**config.mk**
```make
export PLATFORM = sky130hd
export DESIGN_NAME = csfw_status_word
export DESIGN_NICKNAME = d
export VERILOG_FILES = /design/src/verilog/csfw_pkg.sv /design/src/verilog/csfw_bank_addr.sv /design/src/verilog/csfw_status_word.sv
export SDC_FILE = /design/constraint.sdc
export NUM_CORES = 1
export LEC_CHECK = 0
export BUFFER_PORTS_ARGS = -buffer_cell sky130_fd_sc_hd__buf_4
export CAP_MARGIN = 20
export CORE_MARGIN = 4
export CORE_UTILIZATION = 45
export DETAILED_ROUTE_END_ITERATION = 8
export PLACE_DENSITY_LB_ADDON = 0.1
export SLEW_MARGIN = 30
export SYNTH_ARGS = -nofsm -noshare
export SYNTH_HDL_FRONTEND = slang
export SYNTH_HIERARCHICAL = 1
export SYNTH_SLANG_ARGS = --single-unit
```
**constraint.sdc**
```tcl
create_clock -name i_sys_clk -period 2.7 [get_ports i_sys_clk]
set_input_delay 0.27 -clock i_sys_clk [delete_from_list [all_inputs] [get_ports i_sys_clk]]
set_output_delay 0.27 -clock i_sys_clk [all_outputs]
set_load 0.01 [all_outputs]
```
**src/verilog/csfw_pkg.sv**
```systemverilog
// package for the program status word block: field positions, reset value, widths
package csfw_pkg;
	// ***********************************************
	// widths
	// ***********************************************
	localparam int WORD_W = 8;       // status word width
	localparam int ADDR_W = 8;       // register port address width
	localparam int DMEM_W = 8;       // internal data memory address width
	localparam int REG_IDX_W = 3;    // working register index width
	localparam int BANK_W = 2;       // bank select width
	// ***********************************************
	// register map
	// ***********************************************
	localparam logic [7:0] STATUS_WORD_OFFSET = 8'hD0;  // status word address
	localparam logic [7:0] STATUS_WORD_RESET = 8'h00;   // value after reset
	// ***********************************************
	// field positions
	// ***********************************************
	localparam int CARRY_BIT = 7;      // carry or borrow
	localparam int HALF_BIT = 6;       // nibble carry or borrow
	localparam int USER0_BIT = 5;      // software flag zero
	localparam int BANK_HI_BIT = 4;    // bank select upper bit
	localparam int BANK_LO_BIT = 3;    // bank select lower bit
	localparam int EXCESS_BIT = 2;     // signed excess flag
	localparam int USER1_BIT = 1;      // software flag one
	localparam int PARITY_BIT = 0;     // accumulator parity
	// ***********************************************
	// bank geometry
	// ***********************************************
	localparam int BANK_SHIFT = 3;     // eight bytes per bank
endpackage : csfw_pkg

```
**src/verilog/csfw_bank_addr.sv**
```systemverilog
// working register address former: bank base plus register index
`timescale 1ns/1ps
module csfw_bank_addr (
	input wire logic i_sys_clk,
	input wire logic i_rst_n,
	input wire logic [csfw_pkg::BANK_W-1:0] i_bank,
	input wire logic [csfw_pkg::REG_IDX_W-1:0] i_reg_idx,
	output logic [csfw_pkg::DMEM_W-1:0] o_dmem_addr
);
	import csfw_pkg::*;

	// ***********************************************
	// address register
	// ***********************************************
	// registered so the top output comes straight from a flip-flop
	always_ff @(posedge i_sys_clk or negedge i_rst_n) begin
		if (!i_rst_n) begin
			o_dmem_addr <= 8'h00;
		end else begin
			// base is bank times eight, index fills the low bits
			o_dmem_addr <= {3'h0, i_bank, i_reg_idx};
		end
	end

	// assertions
	a_bank_addr_form: assert property (@(posedge i_sys_clk) disable iff (!i_rst_n)
		1'b1 |=> o_dmem_addr == ({6'h00, $past(i_bank)} << BANK_SHIFT)
			+ {5'h00, $past(i_reg_idx)})
		else $error("working register address wrong");
	a_bank_range: assert property (@(posedge i_sys_clk) disable iff (!i_rst_n)
		$past(i_bank) == 2'h3 |-> o_dmem_addr >= 8'h18 && o_dmem_addr <= 8'h1F)
		else $error("bank three address outside range");
	c_bank_two: cover property (@(posedge i_sys_clk) disable iff (!i_rst_n)
		o_dmem_addr == 8'h10);
endmodule : csfw_bank_addr

```
**src/verilog/csfw_status_word.sv**
```systemverilog
// program status word: arithmetic flags, software flags, bank select, parity
//
// Our own choices: the address-and-strobe port and the address map.
`timescale 1ns/1ps
module csfw_status_word (
	input wire logic i_sys_clk,
	input wire logic i_reset_n,
	input wire logic [csfw_pkg::ADDR_W-1:0] i_addr,
	input wire logic [csfw_pkg::WORD_W-1:0] i_wdata,
	input wire logic i_wr,
	input wire logic i_rd,
	output logic [csfw_pkg::WORD_W-1:0] o_rdata,
	input wire logic i_bit_wr,
	input wire logic [2:0] i_bit_sel,
	input wire logic i_bit_val,
	input wire logic i_alu_upd,
	input wire logic i_alu_carry,
	input wire logic i_alu_half,
	input wire logic i_alu_excess,
	input wire logic [csfw_pkg::WORD_W-1:0] i_acc,
	input wire logic [csfw_pkg::REG_IDX_W-1:0] i_reg_idx,
	output logic [csfw_pkg::DMEM_W-1:0] o_dmem_addr,
	output logic [csfw_pkg::BANK_W-1:0] o_bank_select_field,
	output logic [csfw_pkg::WORD_W-1:0] o_status_word
);
	import csfw_pkg::*;

	// ***********************************************
	// reset release
	// ***********************************************
	logic [1:0] rst_sync_reg; // two-stage release of the async reset
	logic rst_n;              // synchronised reset used everywhere below

	// assert at once, release after two edges
	always_ff @(posedge i_sys_clk or negedge i_reset_n) begin
		if (!i_reset_n) begin
			rst_sync_reg <= 2'b00;
		end else begin
			rst_sync_reg <= {rst_sync_reg[0], 1'b1};
		end
	end
	assign rst_n = rst_sync_reg[1];

	// ***********************************************
	// register decode
	// ***********************************************
	logic hit;          // address matches the status word
	logic byte_wr;      // whole-word software write
	logic [7:0] bit_mask; // one-hot mask for single-bit writes
	assign hit = (i_addr == STATUS_WORD_OFFSET);
	assign byte_wr = i_wr && hit;
	assign bit_mask = 8'h01 << i_bit_sel;

	// ***********************************************
	// stored fields
	// ***********************************************
	logic carry_flag_reg;        // carry or borrow from last arithmetic
	logic half_carry_flag_reg;   // nibble carry or borrow
	logic user_bit_zero_reg;     // software flag
	logic [1:0] bank_select_field_reg; // working register bank
	logic signed_excess_flag_reg; // signed overflow
	logic user_bit_one_reg;      // software flag
	logic parity_reg;            // registered accumulator parity

	// software-writable value of a bit: byte write, then bit write
	function automatic logic sw_val(input int pos, input logic cur);
		logic v;
		v = cur;
		if (byte_wr) begin
			v = i_wdata[pos];
		end
		if (i_bit_wr && bit_mask[pos]) begin
			v = i_bit_val;
		end
		return v;
	endfunction : sw_val

	// arithmetic flags: an alu update wins over a software write in the same cycle,
	// since the alu result is the more recent event
	always_ff @(posedge i_sys_clk or negedge rst_n) begin
		if (!rst_n) begin
			carry_flag_reg <= STATUS_WORD_RESET[CARRY_BIT];
			half_carry_flag_reg <= STATUS_WORD_RESET[HALF_BIT];
			signed_excess_flag_reg <= STATUS_WORD_RESET[EXCESS_BIT];
		end else if (i_alu_upd) begin
			carry_flag_reg <= i_alu_carry;
			half_carry_flag_reg <= i_alu_half;
			signed_excess_flag_reg <= i_alu_excess;
		end else begin
			carry_flag_reg <= sw_val(CARRY_BIT, carry_flag_reg);
			half_carry_flag_reg <= sw_val(HALF_BIT, half_carry_flag_reg);
			signed_excess_flag_reg <= sw_val(EXCESS_BIT, signed_excess_flag_reg);
		end
	end

	// software flags: alu activity never touches them
	always_ff @(posedge i_sys_clk or negedge rst_n) begin
		if (!rst_n) begin
			user_bit_zero_reg <= STATUS_WORD_RESET[USER0_BIT];
			user_bit_one_reg <= STATUS_WORD_RESET[USER1_BIT];
		end else begin
			user_bit_zero_reg <= sw_val(USER0_BIT, user_bit_zero_reg);
			user_bit_one_reg <= sw_val(USER1_BIT, user_bit_one_reg);
		end
	end

	// bank select, software controlled
	always_ff @(posedge i_sys_clk or negedge rst_n) begin
		if (!rst_n) begin
			bank_select_field_reg <= STATUS_WORD_RESET[BANK_HI_BIT:BANK_LO_BIT];
		end else begin
			bank_select_field_reg <= {sw_val(BANK_HI_BIT, bank_select_field_reg[1]),
				sw_val(BANK_LO_BIT, bank_select_field_reg[0])};
		end
	end

	// parity tracks the accumulator every cycle; writes to bit zero are ignored
	always_ff @(posedge i_sys_clk or negedge rst_n) begin
		if (!rst_n) begin
			parity_reg <= 1'b0;
		end else begin
			parity_reg <= ^i_acc;
		end
	end

	// ***********************************************
	// assembled word and read port
	// ***********************************************
	logic [7:0] word; // current status word
	assign word = {carry_flag_reg, half_carry_flag_reg, user_bit_zero_reg,
		bank_select_field_reg, signed_excess_flag_reg, user_bit_one_reg, parity_reg};

	// read data one cycle after the strobe, zero otherwise and for other addresses
	always_ff @(posedge i_sys_clk or negedge rst_n) begin
		if (!rst_n) begin
			o_rdata <= 8'h00;
		end else if (i_rd && hit) begin
			o_rdata <= word;
		end else begin
			o_rdata <= 8'h00;
		end
	end

	// registered copies for the core
	always_ff @(posedge i_sys_clk or negedge rst_n) begin
		if (!rst_n) begin
			o_status_word <= STATUS_WORD_RESET;
			o_bank_select_field <= STATUS_WORD_RESET[BANK_HI_BIT:BANK_LO_BIT];
		end else begin
			o_status_word <= word;
			o_bank_select_field <= bank_select_field_reg;
		end
	end

	// ***********************************************
	// working register address
	// ***********************************************
	csfw_bank_addr u_bank_addr (
		.i_sys_clk(i_sys_clk),
		.i_rst_n(rst_n),
		.i_bank(bank_select_field_reg),
		.i_reg_idx(i_reg_idx),
		.o_dmem_addr(o_dmem_addr)
	);

	// ***********************************************
	// assertions
	// ***********************************************
	// flags take the alu result one edge after the update strobe
	a_carry_follows_alu: assert property (@(posedge i_sys_clk) disable iff (!rst_n)
		i_alu_upd |=> carry_flag_reg == $past(i_alu_carry))
		else $error("carry flag did not follow alu");
	a_half_follows_alu: assert property (@(posedge i_sys_clk) disable iff (!rst_n)
		i_alu_upd |=> half_carry_flag_reg == $past(i_alu_half))
		else $error("half carry did not follow alu");
	// software flags move only on a write aimed at them, never on alu activity
	a_user_zero_hold: assert property (@(posedge i_sys_clk) disable iff (!rst_n)
		!byte_wr && !(i_bit_wr && i_bit_sel == 3'h5) |=> $stable(user_bit_zero_reg))
		else $error("user bit zero changed without write");
	a_user_one_hold: assert property (@(posedge i_sys_clk) disable iff (!rst_n)
		!byte_wr && !(i_bit_wr && i_bit_sel == 3'h1) |=> $stable(user_bit_one_reg))
		else $error("user bit one changed without write");
	// bank field reaches the core copy two edges after the word write
	a_bank_write: assert property (@(posedge i_sys_clk) disable iff (!rst_n)
		byte_wr && !i_bit_wr |=> ##1 o_bank_select_field == $past(i_wdata[4:3], 2))
		else $error("bank field not written");
	// excess flag behaves like the other arithmetic flags
	a_excess_follows: assert property (@(posedge i_sys_clk) disable iff (!rst_n)
		i_alu_upd |=> signed_excess_flag_reg == $past(i_alu_excess))
		else $error("excess flag did not follow alu");
	// parity passes two flops on its way to the core copy
	a_parity_track: assert property (@(posedge i_sys_clk) disable iff (!rst_n)
		1'b1 |=> ##1 o_status_word[0] == ^$past(i_acc, 2))
		else $error("parity not odd parity of accumulator");
	// a hit read returns the word as it stood at the strobe
	a_read_timing: assert property (@(posedge i_sys_clk) disable iff (!rst_n)
		i_rd && hit |=> o_rdata == $past(word))
		else $error("read data wrong");
	// read data fall back to zero unless a hit read was strobed
	a_read_idle_zero: assert property (@(posedge i_sys_clk) disable iff (!rst_n)
		!(i_rd && hit) |=> o_rdata == 8'h00)
		else $error("read data not zero when idle");
	// without an alu update software may load the arithmetic flags
	a_flag_sw_write: assert property (@(posedge i_sys_clk) disable iff (!rst_n)
		byte_wr && !i_bit_wr && !i_alu_upd |=> carry_flag_reg == $past(i_wdata[CARRY_BIT])
			&& signed_excess_flag_reg == $past(i_wdata[EXCESS_BIT]))
		else $error("arithmetic flags not loaded by software");
	// the core copy of the word trails the fields by one edge
	a_status_copy: assert property (@(posedge i_sys_clk) disable iff (!rst_n)
		1'b1 |=> o_status_word == $past(word))
		else $error("status word copy wrong");
	c_alu_carry: cover property (@(posedge i_sys_clk) disable iff (!rst_n)
		i_alu_upd && i_alu_carry);
	c_bit_write: cover property (@(posedge i_sys_clk) disable iff (!rst_n)
		i_bit_wr && i_bit_sel == 3'd5);
	c_alu_and_write: cover property (@(posedge i_sys_clk) disable iff (!rst_n)
		i_alu_upd && byte_wr);
endmodule : csfw_status_word

```
==> metrics.txt <==
slew at the pin closest to its max-slew limit=a little under 0.7 ns; DRT Wirelength=just under 3 mm; Setup Crit Path Kind=input port to flop; # IOs=between 60 and 70; vias per cell=5.42; Iter 0 DRT Violations=60; Synth warnings=6; top post-synthesis cells by area=dfrtp_1 (60%), o31ai_1 (4.0%), xnor2_1 (4.0%), and3_1 (3.8%), a31oi_1 (3.4%); Startpoint Class=input port; Power Density=a little under 600 nW/um^2; Setup crit start=i_addr[1]; worst min-delay path category=input port to flop; min-delay src=i_reg_idx[2]; drc violations=0; CTS HTree Levels=2; via count=between 1000 and 1500; Total GRT Usage=between 10% and 20%; Routed wire per std cell=14.7 um; Largest Register=o_rdata; VDD IR max=roughly 0.6 mV; final setup TNS=0 ns; Setup WS post-layout=between 1 and 1.5 ns; max_slew headroom=between 50% and 60%; Cell variety after synth=30; max FFs per register=8; Hold Vio Cnt, Final=0; post-route clock period utilization=approximately half; Clock Sinks=31; crit-path cells=buf_4 > or4_1 > o31ai_1 > a31oi_1; CORE AREA=2760 sq um; area grow syn2layout=41.1%; maximum capacitance violations=0; CP endpoint kind=flop; full die area=around 3800 sq um; Detail Placement HPWL=2.36 mm; status=finished, final reports clean; Clock Path Buffers=2; Routed Antenna Nets=0; ant diodes=0; vias in the first global route=1025; WP data required=roughly 2.9 ns; first-pass GRT wire length=~4.8 mm; mapped cell area=between 1000 and 1500 sq um; Worst Skew=~0.010 ns; Clk Latency, worst-skew pair=~0.32 ns; Leakage=0.000887 uW; num rows=19; Largest regs=o_rdata x8, o_status_word x7, u_bank_addr/o_dmem_addr x5; share of cells above drive strength 1=a little over two fifths; total CTS buffers=5; area leader, netlist=dfrtp_1; DRT Pass-1 Iters=4; Mapped Cells=roughly 110; CTS Root Cell=clkbuf_4; Yosys top cell area share=around three fifths; Placement Setup Slack=between 0.9 and 1 ns; die width=between 60 and 70 um; Crit-path slowest cell=or4_1; Reg clk slew, reported paths=around 0.10 ns; RSZ-0062 raised after global routing=no; synthesized area per cell=around 12 sq um; initial antenna violation count=0; Final Critical Period=about 1.4 ns; #FFs+latches synth=31; Seq/Total Area, Yosys=about three fifths; RR Startpoint=bank_select_field_reg[0]$_DFFE_PN0P_; Core Util, Final=66.5%; IO Port Bufs=61; Crit Path Max Fanout=8; maximum clock frequency=0.728 GHz; Nets=approximately 210; Starting Density=a little under half; Worst EP arrival=~1.6 ns; CTS tree=built; Die Ht=between 60 and 70 um; GP Congestion=around 0.84; largest net degree at the start of global routing=30; GR Overflow Total=0; slowest cell delay on critical path=around 0.7 ns; Max Slew Vio Count=0; Final setup viols=0
-- worst max-delay path: cells and delay by family --
family	cells	cell delay [ns]
simple gates	1	0.70
buf+inv	1	0.11
compound gates	2	0.47
-- layout make-up --
type | instances | area (sq um)
inverter | 3 | 11.3
multi-input combinational | 65 | 467
clock inverter | 1 | 7.51
clock buffer | 7 | 65.1
sequential | 31 | 777
timing repair buffer | 62 | 468
fill | 235 | 923
tap | 31 | 38.8
-- cell usage in the layout, fill, tap and decap left out, types with 2 or more instances in the layout --
cell | synthesis | routed
inv_1 | 3 | 3
o31ai_1 | 7 | 7
clkbuf_4 | 0 | 5
and3_1 | 8 | 8
dfrtp_1 | 31 | 30
o22ai_1 | 2 | 2
clkbuf_8 | 0 | 2
nand3b_1 | 3 | 3
a22oi_1 | 2 | 2
buf_4 | 5 | 61
nor2b_1 | 3 | 3
and4_1 | 2 | 2
xnor2_1 | 6 | 6
conb_1 | 2 | 4
and4b_1 | 2 | 2
a31oi_1 | 7 | 7
nand4_1 | 6 | 6
nand4b_1 | 2 | 2
-- where the power goes --
part	leakage [uW]	switching (uW)	internal, uW
Clock	0.0000375	147	152
Combinational	0.000476	88.3	116
Sequential	0.000374	34.8	522
Total	0.000887	270	790
-- path summary, 6_finish.rpt --
kind | endpoint | slack, ns | cells past startpoint
setup / recovery | user_bit_one_reg$_DFFE_PN0P_ | 1.33 | 4
hold / removal | u_bank_addr/o_dmem_addr[2]$_DFF_PN0_ | 0.05 | 1
setup reg to reg | bank_select_field_reg[0]$_DFFE_PN0P_ | 1.95 | 2
hold reg to reg | o_rdata[0]$_DFF_PN0_ | 0.27 | 0
max in group asynchronous | u_bank_addr/o_dmem_addr[1]$_DFF_PN0_ | 2.04 | 0
min in group asynchronous | o_rdata[0]$_DFF_PN0_ | 0.27 | 0
-- metrics by stage --
step / cell area (sq um) / total power (uW) / hold slack, ns / std cells
global placement: 1750 / 765 / 0.0518 / 191
floorplan: 1310 / 652 / -0.0256 / 108
detailed placement: 1750 / 773 / 0.0530 / 191
CTS: 1830 / 1070 / 0.0357 / 200
finish: 1830 / 1060 / 0.0490 / 200
global route: 1830 / 1120 / 0.0188 / 200
-- routing by layer --
layer	track usage (%)	vias to the layer above	routed length, um	share of wire (%)
met2	28.7	60	1500	51
met1	21.0	504	1100	37
met3	4.96	7	287	9.7
met4	6.97	0	57	1.9
met5	0	-	0	0
li1	-	512	-	-
-- cell families (layout without fill, tap and decap cells) --
family / count (synthesis) / count (layout) / share of synthesized area [%]
buffers and inverters: 12 / 73 / 5.00
and+or+nand+nor: 33 / 33 / 18.7
AOI/OAI and AO/OA: 21 / 21 / 11.4
DFF: 31 / 31 / 59.7
other: 2 / 4 / 0.578
xor gates and xnor gates: 7 / 7 / 4.72
-- synthesized netlist by cell type --
library cell and instances:
a21oi_1 1, a22oi_1 2, a31oi_1 7, a41o_1 1, a41oi_1 1, and3_1 8
and4_1 2, and4b_1 2, buf_1 1, buf_2 1, buf_4 5, clkbuf_1 2
conb_1 2, dfrtp_1 31, inv_1 3, nand3_1 1, nand3b_1 3, nand4_1 6
nand4b_1 2, nor2_1 1, nor2_4 1, nor2b_1 3, nor4_2 1, nor4bb_1 1
o22ai_1 2, o31ai_1 7, or3b_2 1, or4_1 1, xnor2_1 6, xor2_1 1
-- what timing repair did --
item	4_1_cts	5_1_grt
hold buffers	1	0
resized for setup	0	0
hold endpoints to repair	2	0
buffers inserted	0	0
No activity file was read; power rests on OpenSTA's default activity.
